`src/rtd_params.svh`:
```
`ifndef RTD_PARAMS_SVH
`define RTD_PARAMS_SVH

// ----------------------------------------------------------------
// Register indices (byte address is four times the index)
// ----------------------------------------------------------------
`define RTD_IDX_TRIG_AB      7'd58
`define RTD_IDX_TRIG_C       7'd59
`define RTD_IDX_CMPZ_B0      7'd60
`define RTD_IDX_CMPZ_B1      7'd61
`define RTD_IDX_CMPZ_B2      7'd62
`define RTD_IDX_CMPZ_B3      7'd63
`define RTD_IDX_CMPZ_MASK    7'd64
`define RTD_IDX_CMPO_B0      7'd65
`define RTD_IDX_CMPO_B1      7'd66
`define RTD_IDX_CMPO_B2      7'd67
`define RTD_IDX_CMPO_B3      7'd68
`define RTD_IDX_CMPO_MASK    7'd69
`define RTD_IDX_SIGN_BITS    7'd70
`define RTD_IDX_DEV_B0       7'd71
`define RTD_IDX_DEV_B1       7'd72
`define RTD_IDX_DEV_B2       7'd73
`define RTD_IDX_DEV_B3       7'd74
`define RTD_IDX_DEV_TRIG_LO  7'd75
`define RTD_IDX_DEV_TRIG_HI  7'd76
`define RTD_IDX_STATUS       7'd80

// ----------------------------------------------------------------
// Field positions
// ----------------------------------------------------------------
`define RTD_POS_TRIG_A       4
`define RTD_POS_TRIG_B       0
`define RTD_POS_TRIG_C       4
`define RTD_POS_SIGN_CMPZ    0
`define RTD_POS_SIGN_CMPO    1
`define RTD_POS_SIGN_DEV     2
`define RTD_POS_DEV_TRIG_LO  3
`define RTD_POS_DEV_TRIG_HI  4
`define RTD_POS_ST_CMPZ      0
`define RTD_POS_ST_CMPO      1
`define RTD_POS_ST_TRIG_A    2
`define RTD_POS_ST_TRIG_B    3
`define RTD_POS_ST_TRIG_C    4
`define RTD_POS_ST_DEV       5

// ----------------------------------------------------------------
// Reset values
// ----------------------------------------------------------------
`define RTD_RST_SEL          4'h0
`define RTD_RST_VALUE        33'h0_0000_0000
`define RTD_RST_MASK         8'h00
`define RTD_RST_DEV_SEL      2'h0

`endif

```
`src/rtd_pkg.sv`:
```
`default_nettype none

package rtd_pkg;

    // Trigger source codes of the 4-bit selectors
    typedef enum logic [3:0] {
        RTD_SRC_NEVER       = 4'h0,
        RTD_SRC_T1_RISE     = 4'h1,
        RTD_SRC_T2_RISE     = 4'h2,
        RTD_SRC_MOD_RISE    = 4'h3,
        RTD_SRC_LOCK_RISE   = 4'h4,
        RTD_SRC_CMPZ_LEVEL  = 4'h5,
        RTD_SRC_FL_RISE     = 4'h6,
        RTD_SRC_FLAG_RISE   = 4'h7,
        RTD_SRC_ALWAYS      = 4'h8,
        RTD_SRC_T1_FALL     = 4'h9,
        RTD_SRC_T2_FALL     = 4'hA,
        RTD_SRC_MOD_FALL    = 4'hB,
        RTD_SRC_LOCK_FALL   = 4'hC,
        RTD_SRC_CMPO_LEVEL  = 4'hD,
        RTD_SRC_UNUSED      = 4'hE,
        RTD_SRC_FLAG_FALL   = 4'hF
    } rtd_src_t;

    // Deviation trigger choice
    typedef enum logic [1:0] {
        RTD_DEV_ALWAYS = 2'h0,
        RTD_DEV_TRIG_A = 2'h1,
        RTD_DEV_TRIG_B = 2'h2,
        RTD_DEV_TRIG_C = 2'h3
    } rtd_dev_sel_t;

    // Wishbone request from the master
    typedef struct packed {
        logic        cyc;
        logic        stb;
        logic        we;
        logic [8:0]  adr;
        logic [3:0]  sel;
        logic [31:0] dat;
    } rtd_wb_req_t;

    // Wishbone answer to the master
    typedef struct packed {
        logic        ack;
        logic [31:0] dat;
    } rtd_wb_rsp_t;

    // Asynchronous trigger pins
    typedef struct packed {
        logic trigger_terminal_one;
        logic trigger_terminal_two;
        logic modulation_terminal;
        logic digital_lock_detect;
    } rtd_pins_t;

    // State of the ramp engine on the same clock
    typedef struct packed {
        logic signed [32:0] accumulator;
        logic [2:0]         segment;
        logic               increment_negative;
        logic               segment_flag_zero;
        logic               segment_fastlock_output;
    } rtd_ramp_t;

    // Results toward the ramp engine
    typedef struct packed {
        logic        trigger_a;
        logic        trigger_b;
        logic        trigger_c;
        logic        comparator_zero_detect;
        logic        comparator_one_detect;
        logic        deviation_active;
        logic [32:0] deviation_offset;
    } rtd_out_t;

    // Whole block state
    typedef struct packed {
        logic [3:0]  trigger_a_source_select;
        logic [3:0]  trigger_b_source_select;
        logic [3:0]  trigger_c_source_select;
        logic [32:0] comparator_zero_threshold;
        logic [32:0] comparator_one_threshold;
        logic [32:0] deviation_value;
        logic [7:0]  comparator_zero_segment_mask;
        logic [7:0]  comparator_one_segment_mask;
        logic [1:0]  deviation_trigger_select;
        logic [3:0]  sync1;
        logic [3:0]  sync2;
        logic [3:0]  sync3;
        logic [3:0]  pin_level;
        logic [3:0]  pin_prev;
        logic        flag_prev;
        logic        fastlock_prev;
        rtd_out_t    out;
        rtd_wb_rsp_t rsp;
    } rtd_state_t;

endpackage

`default_nettype wire

```
`src/rtd_ramp_trigger.sv`:
```
// Register access over Wishbone was left to the implementer.
`include "rtd_params.svh"
`default_nettype none

module rtd_ramp_trigger (
    input  wire logic                clk,
    input  wire logic                sys_rst,
    input  wire rtd_pkg::rtd_wb_req_t wb_req,
    output var rtd_pkg::rtd_wb_rsp_t wb_rsp,
    input  wire rtd_pkg::rtd_pins_t  pins,
    input  wire rtd_pkg::rtd_ramp_t  ramp,
    output var rtd_pkg::rtd_out_t    result
);
    import rtd_pkg::*;

    rtd_state_t st;
    rtd_state_t next_st;

    // ----------------------------------------------------------------
    // Trigger source decode
    // ----------------------------------------------------------------
    // Shared by the three selectors; events are one-cycle pulses, levels hold
    function automatic logic pick_source(
        input logic [3:0] code,
        input logic [3:0] rise,
        input logic [3:0] fall,
        input logic       fl_rise,
        input logic       flag_rise,
        input logic       flag_fall,
        input logic       cmpz,
        input logic       cmpo
    );
        logic hit;
        hit = 1'b0;
        unique case (rtd_src_t'(code))
            RTD_SRC_NEVER:      hit = 1'b0;
            RTD_SRC_T1_RISE:    hit = rise[3];
            RTD_SRC_T2_RISE:    hit = rise[2];
            RTD_SRC_MOD_RISE:   hit = rise[1];
            RTD_SRC_LOCK_RISE:  hit = rise[0];
            RTD_SRC_CMPZ_LEVEL: hit = cmpz;
            RTD_SRC_FL_RISE:    hit = fl_rise;
            RTD_SRC_FLAG_RISE:  hit = flag_rise;
            RTD_SRC_ALWAYS:     hit = 1'b1;
            RTD_SRC_T1_FALL:    hit = fall[3];
            RTD_SRC_T2_FALL:    hit = fall[2];
            RTD_SRC_MOD_FALL:   hit = fall[1];
            RTD_SRC_LOCK_FALL:  hit = fall[0];
            RTD_SRC_CMPO_LEVEL: hit = cmpo;
            RTD_SRC_UNUSED:     hit = 1'b0;
            RTD_SRC_FLAG_FALL:  hit = flag_fall;
        endcase
        return hit;
    endfunction

    // ----------------------------------------------------------------
    // Comparator
    // ----------------------------------------------------------------
    // Direction follows the sign of the active segment's increment
    function automatic logic compare(
        input logic signed [32:0] acc,
        input logic signed [32:0] thr,
        input logic [7:0]         mask,
        input logic [2:0]         seg,
        input logic               down
    );
        logic reached;
        reached = down ? (acc <= thr) : (acc >= thr);
        return reached & mask[seg];
    endfunction

    // ----------------------------------------------------------------
    // Register read view
    // ----------------------------------------------------------------
    function automatic logic [7:0] read_reg(input rtd_state_t s, input logic [6:0] idx);
        logic [7:0] v;
        v = 8'h00;
        unique case (idx)
            `RTD_IDX_TRIG_AB:     v[`RTD_POS_TRIG_A +: 4] = s.trigger_a_source_select;
            `RTD_IDX_TRIG_C: begin
                v[`RTD_POS_TRIG_B +: 4] = s.trigger_b_source_select;
                v[`RTD_POS_TRIG_C +: 4] = s.trigger_c_source_select;
            end
            `RTD_IDX_CMPZ_B0:     v = s.comparator_zero_threshold[7:0];
            `RTD_IDX_CMPZ_B1:     v = s.comparator_zero_threshold[15:8];
            `RTD_IDX_CMPZ_B2:     v = s.comparator_zero_threshold[23:16];
            `RTD_IDX_CMPZ_B3:     v = s.comparator_zero_threshold[31:24];
            `RTD_IDX_CMPZ_MASK:   v = s.comparator_zero_segment_mask;
            `RTD_IDX_CMPO_B0:     v = s.comparator_one_threshold[7:0];
            `RTD_IDX_CMPO_B1:     v = s.comparator_one_threshold[15:8];
            `RTD_IDX_CMPO_B2:     v = s.comparator_one_threshold[23:16];
            `RTD_IDX_CMPO_B3:     v = s.comparator_one_threshold[31:24];
            `RTD_IDX_CMPO_MASK:   v = s.comparator_one_segment_mask;
            `RTD_IDX_SIGN_BITS: begin
                v[`RTD_POS_SIGN_CMPZ] = s.comparator_zero_threshold[32];
                v[`RTD_POS_SIGN_CMPO] = s.comparator_one_threshold[32];
                v[`RTD_POS_SIGN_DEV]  = s.deviation_value[32];
            end
            `RTD_IDX_DEV_B0:      v = s.deviation_value[7:0];
            `RTD_IDX_DEV_B1:      v = s.deviation_value[15:8];
            `RTD_IDX_DEV_B2:      v = s.deviation_value[23:16];
            `RTD_IDX_DEV_B3:      v = s.deviation_value[31:24];
            `RTD_IDX_DEV_TRIG_LO: v[`RTD_POS_DEV_TRIG_LO] = s.deviation_trigger_select[0];
            `RTD_IDX_DEV_TRIG_HI: v[`RTD_POS_DEV_TRIG_HI] = s.deviation_trigger_select[1];
            `RTD_IDX_STATUS: begin
                v[`RTD_POS_ST_CMPZ]   = s.out.comparator_zero_detect;
                v[`RTD_POS_ST_CMPO]   = s.out.comparator_one_detect;
                v[`RTD_POS_ST_TRIG_A] = s.out.trigger_a;
                v[`RTD_POS_ST_TRIG_B] = s.out.trigger_b;
                v[`RTD_POS_ST_TRIG_C] = s.out.trigger_c;
                v[`RTD_POS_ST_DEV]    = s.out.deviation_active;
            end
            default:              v = 8'h00;
        endcase
        return v;
    endfunction

    // ----------------------------------------------------------------
    // Next state
    // ----------------------------------------------------------------
    logic [3:0] rise;
    logic [3:0] fall;
    logic       fl_rise;
    logic       flag_rise;
    logic       flag_fall;
    logic       req;
    logic       wr;
    logic [6:0] idx;
    logic [7:0] wd;
    logic       dev_on;

    // Edges of filtered pins and of same-clock ramp flags
    assign rise      = st.pin_level & ~st.pin_prev;
    assign fall      = ~st.pin_level & st.pin_prev;
    assign fl_rise   = ramp.segment_fastlock_output & ~st.fastlock_prev;
    assign flag_rise = ramp.segment_flag_zero & ~st.flag_prev;
    assign flag_fall = ~ramp.segment_flag_zero & st.flag_prev;

    // Bus decode; new request only when no ack is out, so ack drops after one cycle
    assign req = wb_req.cyc & wb_req.stb & ~st.rsp.ack;
    assign wr  = req & wb_req.we & wb_req.sel[0];
    assign idx = wb_req.adr[8:2];
    assign wd  = wb_req.dat[7:0];

    always_comb begin
        next_st = st;

        // Pins: three flops, level follows once stages two and three agree
        next_st.sync1 = {pins.trigger_terminal_one, pins.trigger_terminal_two,
                         pins.modulation_terminal, pins.digital_lock_detect};
        next_st.sync2 = st.sync1;
        next_st.sync3 = st.sync2;
        for (int i = 0; i < 4; i++) begin
            if (st.sync2[i] == st.sync3[i]) begin
                next_st.pin_level[i] = st.sync3[i];
            end
        end
        next_st.pin_prev      = st.pin_level;
        next_st.flag_prev     = ramp.segment_flag_zero;
        next_st.fastlock_prev = ramp.segment_fastlock_output;

        // Comparators against the full 33-bit signed thresholds
        next_st.out.comparator_zero_detect = compare(ramp.accumulator,
            $signed(st.comparator_zero_threshold), st.comparator_zero_segment_mask,
            ramp.segment, ramp.increment_negative);
        next_st.out.comparator_one_detect = compare(ramp.accumulator,
            $signed(st.comparator_one_threshold), st.comparator_one_segment_mask,
            ramp.segment, ramp.increment_negative);

        // Trigger outputs
        next_st.out.trigger_a = pick_source(st.trigger_a_source_select, rise, fall, fl_rise, flag_rise,
            flag_fall, st.out.comparator_zero_detect, st.out.comparator_one_detect);
        next_st.out.trigger_b = pick_source(st.trigger_b_source_select, rise, fall, fl_rise, flag_rise,
            flag_fall, st.out.comparator_zero_detect, st.out.comparator_one_detect);
        next_st.out.trigger_c = pick_source(st.trigger_c_source_select, rise, fall, fl_rise, flag_rise,
            flag_fall, st.out.comparator_zero_detect, st.out.comparator_one_detect);

        // Deviation gating; a zero value gives no offset even when active
        unique case (rtd_dev_sel_t'(st.deviation_trigger_select))
            RTD_DEV_ALWAYS: dev_on = 1'b1;
            RTD_DEV_TRIG_A: dev_on = st.out.trigger_a;
            RTD_DEV_TRIG_B: dev_on = st.out.trigger_b;
            RTD_DEV_TRIG_C: dev_on = st.out.trigger_c;
        endcase
        next_st.out.deviation_active = dev_on;
        next_st.out.deviation_offset = dev_on ? st.deviation_value : `RTD_RST_VALUE;

        // Register writes through byte lane zero only
        if (wr) begin
            unique case (idx)
                `RTD_IDX_TRIG_AB:     next_st.trigger_a_source_select = wd[`RTD_POS_TRIG_A +: 4];
                `RTD_IDX_TRIG_C: begin
                    next_st.trigger_b_source_select = wd[`RTD_POS_TRIG_B +: 4];
                    next_st.trigger_c_source_select = wd[`RTD_POS_TRIG_C +: 4];
                end
                `RTD_IDX_CMPZ_B0:     next_st.comparator_zero_threshold[7:0]   = wd;
                `RTD_IDX_CMPZ_B1:     next_st.comparator_zero_threshold[15:8]  = wd;
                `RTD_IDX_CMPZ_B2:     next_st.comparator_zero_threshold[23:16] = wd;
                `RTD_IDX_CMPZ_B3:     next_st.comparator_zero_threshold[31:24] = wd;
                `RTD_IDX_CMPZ_MASK:   next_st.comparator_zero_segment_mask     = wd;
                `RTD_IDX_CMPO_B0:     next_st.comparator_one_threshold[7:0]    = wd;
                `RTD_IDX_CMPO_B1:     next_st.comparator_one_threshold[15:8]   = wd;
                `RTD_IDX_CMPO_B2:     next_st.comparator_one_threshold[23:16]  = wd;
                `RTD_IDX_CMPO_B3:     next_st.comparator_one_threshold[31:24]  = wd;
                `RTD_IDX_CMPO_MASK:   next_st.comparator_one_segment_mask      = wd;
                `RTD_IDX_SIGN_BITS: begin
                    next_st.comparator_zero_threshold[32] = wd[`RTD_POS_SIGN_CMPZ];
                    next_st.comparator_one_threshold[32]  = wd[`RTD_POS_SIGN_CMPO];
                    next_st.deviation_value[32]           = wd[`RTD_POS_SIGN_DEV];
                end
                `RTD_IDX_DEV_B0:      next_st.deviation_value[7:0]   = wd;
                `RTD_IDX_DEV_B1:      next_st.deviation_value[15:8]  = wd;
                `RTD_IDX_DEV_B2:      next_st.deviation_value[23:16] = wd;
                `RTD_IDX_DEV_B3:      next_st.deviation_value[31:24] = wd;
                `RTD_IDX_DEV_TRIG_LO: next_st.deviation_trigger_select[0] = wd[`RTD_POS_DEV_TRIG_LO];
                `RTD_IDX_DEV_TRIG_HI: next_st.deviation_trigger_select[1] = wd[`RTD_POS_DEV_TRIG_HI];
                default: ;
            endcase
        end

        // One-cycle ack; unmapped addresses answer zero and drop writes
        next_st.rsp.ack = req;
        next_st.rsp.dat = req ? {24'h00_0000, read_reg(st, idx)} : 32'h0000_0000;
    end

    // ----------------------------------------------------------------
    // State register
    // ----------------------------------------------------------------
    always_ff @(posedge clk or posedge sys_rst) begin
        if (sys_rst) begin
            st                              <= '0;
            st.trigger_a_source_select      <= `RTD_RST_SEL;
            st.trigger_b_source_select      <= `RTD_RST_SEL;
            st.trigger_c_source_select      <= `RTD_RST_SEL;
            st.comparator_zero_threshold    <= `RTD_RST_VALUE;
            st.comparator_one_threshold     <= `RTD_RST_VALUE;
            st.deviation_value              <= `RTD_RST_VALUE;
            st.comparator_zero_segment_mask <= `RTD_RST_MASK;
            st.comparator_one_segment_mask  <= `RTD_RST_MASK;
            st.deviation_trigger_select     <= `RTD_RST_DEV_SEL;
        end else begin
            st <= next_st;
        end
    end

    // ----------------------------------------------------------------
    // Outputs straight from state
    // ----------------------------------------------------------------
    assign wb_rsp = st.rsp;
    assign result = st.out;

endmodule

`default_nettype wire

```
`config.mk`:
```
export PLATFORM = sky130hd
export DESIGN_NAME = rtd_ramp_trigger
export DESIGN_NICKNAME = d
export VERILOG_FILES = /design/src/rtd_pkg.sv /design/src/rtd_ramp_trigger.sv
export VERILOG_INCLUDE_DIRS = /design/src
export SDC_FILE = /design/constraint.sdc
export NUM_CORES = 1
export LEC_CHECK = 0
export ABC_AREA = 1
export ABC_CLOCK_PERIOD_IN_PS = 13300
export BUFFER_PORTS_ARGS = -buffer_cell sky130_fd_sc_hd__buf_2
export CORE_AREA = 4 4 183 185
export DETAILED_ROUTE_END_ITERATION = 10
export DIE_AREA = 0 0 187 189
export GPL_ROUTABILITY_DRIVEN = 0
export GPL_TIMING_DRIVEN = 0
export HOLD_SLACK_MARGIN = 0.12
export RECOVER_POWER = 50
export SLEW_MARGIN = 20
export SYNTH_ARGS = -nofsm -noshare
export SYNTH_HDL_FRONTEND = slang
export SYNTH_SLANG_ARGS = --single-unit
```
`constraint.sdc`:
```
create_clock -name clk -period 13.3 [get_ports clk]
set_input_delay 1.33 -clock clk [delete_from_list [all_inputs] [get_ports clk]]
set_output_delay 1.33 -clock clk [all_outputs]
set_load 0.005 [all_outputs]
```
== Word-level counts from Yosys, hierarchy flattened ==
Cells that the tools add are included.

* Register bits: 199
* Output and inout port bits: 72

* Order comparisons: 5
* Equal/unequal tests: 72
* Multiplexer cells: 17
* Bitwise gates (word level): 17
* Reductions and logical operators: 26

{| class="wikitable"
|+ Operators with widths
! operator !! number
|-
| == test 7 bit, second input constant || 14
|-
| == test 4 bit, second input constant || 24
|-
| >= comparator 33 bit || 2
|-
| <= comparator 33 bit || 2
|-
| case mux 3 bit (17 select lines) || 1
|-
| == test 4 x 3 -> 1 bit, second input constant || 12
|-
| case mux 1 bit (15 select lines) || 3
|-
| == test 7 x 6 -> 1 bit, second input constant || 6
|-
| AND reduction 2 bit || 19
|-
| case mux 1 bit (17 select lines) || 2
|-
| two-way mux 33 bit || 1
|-
| case mux 2 bit (16 select lines) || 1
|-
| == test 4 x 2 -> 1 bit, second input constant || 6
|-
| case mux 1 bit (18 select lines) || 1
|-
| == test 4 x 1 -> 1 bit, second input constant || 3
|-
| zero test 4 bit || 3
|-
| AND 1 bit || 9
|-
| AND 4 bit || 2
|-
| two-way mux 8 bit || 1
|-
| NOT 4 bit || 2
|-
| binary-select mux 1 bit (select 3 bit) || 2
|-
| OR reduction 2 bit || 3
|-
| == test 1 bit || 4
|-
| == test 2 bit, second input constant || 2
|-
| other kinds (6) || 12
|}

== Depth between registers and ports, before layout ==
* Depth in word-level cells: 5
* Mapped depth: 16

== Worst setup path after synthesis ==
Ideal clock, no wire load.

* Kind: input port to flip-flop
* Start point: input port ramp[38] (netlist bit)
* End point: register st (netlist bit result[34])
* Setup time: 0.113 ns
* Arrival time: 2.408 ns
* Required time: 13.187 ns
* Slack: 10.779 ns
* Cell stages on the path: 12
* Buffers on the path: 0
* Cells stage by stage: ha_1 -> nand2_1 -> nor2_1 -> nand2_1 -> nor2_1 -> nand2_1 -> nand2_1 -> nor2_1 -> nand3_1 -> nand3_1 -> nand2_1 -> inv_1

{| class="wikitable"
|+ RTL lines
! what !! line !! source
|-
| from (decl) || rtd_ramp_trigger.sv:11 || <nowiki>input wire rtd_pkg::rtd_ramp_t ramp,</nowiki>
|-
| to (signal assigned) || rtd_ramp_trigger.sv:242 || <nowiki>st <= next_st;</nowiki>
|-
| to (decl) || rtd_ramp_trigger.sv:16 || <nowiki>rtd_state_t st;</nowiki>
|}

==> impl_results.md <==
- Status: complete, but fails checks
- Failing checks: capacitance limit, slew limit
- Post-CTS Resized: 0
- Antenna cell count: 0
- FMAX: 155 MHz
- Hold buffers post-CTS: 0
- Max-slew headroom: -277%
- Worst EP arrival: 5610 ps
- Highest routed layer: met4
- Pin count of the biggest net entering global routing: 106
- Area Growth Syn to Fin: 15.9%
- Synth Register Bits: 199
- Crit Path Class: primary input to async pin
- Row cnt: 66
- HPWL after detailed placement: 26,900 um
- Setup Viol. Count Final: 0
- Yosys warning total: 0
- P_sw: 337 uW
- H-tree Lvls: 4
- Antenna-violating nets left: 0
- Number of flops mapped to enable cells by yosys: 0
- Period minus WS final: 6430 ps
- DRT met1 WL: 14,700 um
- Die area: 35,300 sq um
- TritonCTS clock tree: yes
- Initial core utilization: 34.6%
- DR DRC count: 0
- CTS Root Cell: clkbuf_16
- Total gr overflow: 0
- PortBufs: 111
- Post-synth cell types: 42
- Setup TNS: 0 ps
- Maxcap violations: 1
- CP max FO: 105
- Top Ports: 165
- Async SR Flop Fraction: 100%
- Max-slew violation count: 106
- RSZ-0062 raised after global routing: false
- VDD IR max: 0.0647 mV
- Synth top area cells: dfrtp_1 (45%), nand2_1 (11%), ha_1 (7.4%), inv_1 (6.2%), buf_4 (4.9%)
- Seq/Total Area, Yosys: 44.9%
- Cell Int Power: 933 uW
- Wire length per cell: 17.8 um
- DR pass1 iterations: 5
- Die height: 189 um
- Initial antenna violation count: 1
- CTS Buffer Depth: 2
- Mean Syn Cell Area: 8.08 sq um
- Number of vias in the routed layout: 9,558
- First-pass GRT wire length: 52,400 um
- Postcts setup bufs: 0
- Area of the core: 32,000 sq um
- Area after DPL: 12,300 sq um
- Worst Skew: 11.4 ps
- Static Leak: 6.29 nW
- Commonest non-fill, non-tap cell in the layout: nand2_1
- Die X: 187 um
- Worst setup SP type: primary input
- TritonCTS Buffers: 17
- Most frequent cells in the layout: nand2_1 (318), dfrtp_1 (199), inv_1 (183)
- Sequential power share: 49.2%
- Vias in the first global route: 9,024
- Final #Nets: 1,687
- CTS sink cnt: 199
- Via density: 4.90
- PwrDens: 98.8 nW/um^2
- Period Utilization, post-route: 48.4%
- Share of cells above drive strength 1: 19.4%
- DRT iter0 DRCs: 1,131
- Worst setup EP type: async pin
- Met2 WL: 16,500 um
- Combinational share of power: 9.7%
- Post-synth top area cell: dfrtp_1
- Clk pwr share: 41.1%
- Met3 WL: 2480 um
- Worst-skew pair later-pin latency: 450 ps
- Switching part of the total: 26.5%
- Final Hold Viols: 0
- CP Data Required Time: 12,480 ps
- Slew @ Worst Pin: 5660 ps
- Cells after Synth: 1,373
- Synthesized cell area: 11,100 sq um
- Post-route design area: 12,900 sq um
- GRT Total Usage: 19.3%
- Most used flip-flop cell after synthesis: dfrtp_1
- Reg clk slew, reported paths: 70 ps
- Detailed Route WL: 34,700 um
- HP Class: flip-flop to flip-flop
- Final core occ: 40.1%
- Yosys top cell area share: 44.9%
[flip-flops by register name, indices dropped and copies added (netlist names)]
name / count
st: 139
result: 39
next_st: 12
wb_rsp: 9
[layer usage]
layer	up-vias	track usage, %
li1	4636	-
met1	4466	25.5
met2	394	32.5
met3	62	3.54
met4	0	5.97
met5	-	0
[final timing paths]
path / start / endpoint / slack (ps) / cells after the start
max: sys_rst / st[153] / 6870 / 3
min: next_st[86] / next_st[82] / 350 / 0
min reg2reg: next_st[86] / next_st[82] / 350 / 0
max in group clk: wb_req[47] / st[214] / 10530 / 10
max reg2reg: st[177] / result[34] / 11090 / 13
min in group asynchronous: sys_rst / next_st[89] / 780 / 2
[Yosys cell counts (3+ instances only)]
cell type  number
nand2_1       318
nor3_1          5
buf_6           4
o21ai_2         8
maj3_1          4
a21o_1          3
a21oi_1        37
nand4_1         9
nor2_1        128
o22ai_1        46
o21ai_1        55
nand2_2        17
nand3_4         7
inv_1         184
nor2_2          5
buf_2          16
buf_4          73
nand3_1        28
a31oi_1         5
dfrtp_1       199
clkbuf_1        9
ha_1           66
o2111ai_1       3
nor2_4          3
inv_2          16
or2_2           4
o21ai_0       102
[cell families after synthesis]
group	after synthesis	share of synthesized area [%]
simple gates	531	20.6
buf+inv	303	13.2
compound gates	267	13.3
flops	199	44.9
fa+ha+maj	70	7.81
xor+xnor	2	0.158
other cells	1	0.0338
[critical path, stage by stage]
cell	delay, ps
buf_2	100
clkinvlp_2	140
clkbuf_1	3960
[metrics by stage]
| step | setup slack [ps] | cells | power [mW] | hold slack (ps) |
|---|---|---|---|---|
| floorplan | 6540 | 1396 | 0.711 | 331 |
| global route | 5490 | 1949 | 1.32 | 358 |
| global placement | 4330 | 1915 | 0.757 | 333 |
| CTS | 10590 | 1949 | 1.28 | 351 |
| detailed placement | 10160 | 1917 | 0.762 | 335 |
| finish | 6870 | 1949 | 1.27 | 348 |
[power groups by stage]
stage          registers (mW)  clock network (mW)  logic (mW)
3_5_place_dp            0.637                   0       0.125
3_3_place_gp            0.637                   0       0.120
2_1_floorplan           0.634                   0      0.0766
5_1_grt                 0.626               0.557       0.140
4_1_cts                 0.625               0.527       0.126
6_report                0.625               0.521       0.124
[cell type report]
cell class                 instances  area [sq um]
multi-input combinational        894          4730
fill                            3255         19200
sequential                       199          4980
clock buffer                      19           453
tap                              408           510
clock inverter                    13           134
timing repair buffer             113           586
inverter                         201           756
buffer                           102           707
No activity file was read; power rests on OpenSTA's default activity.
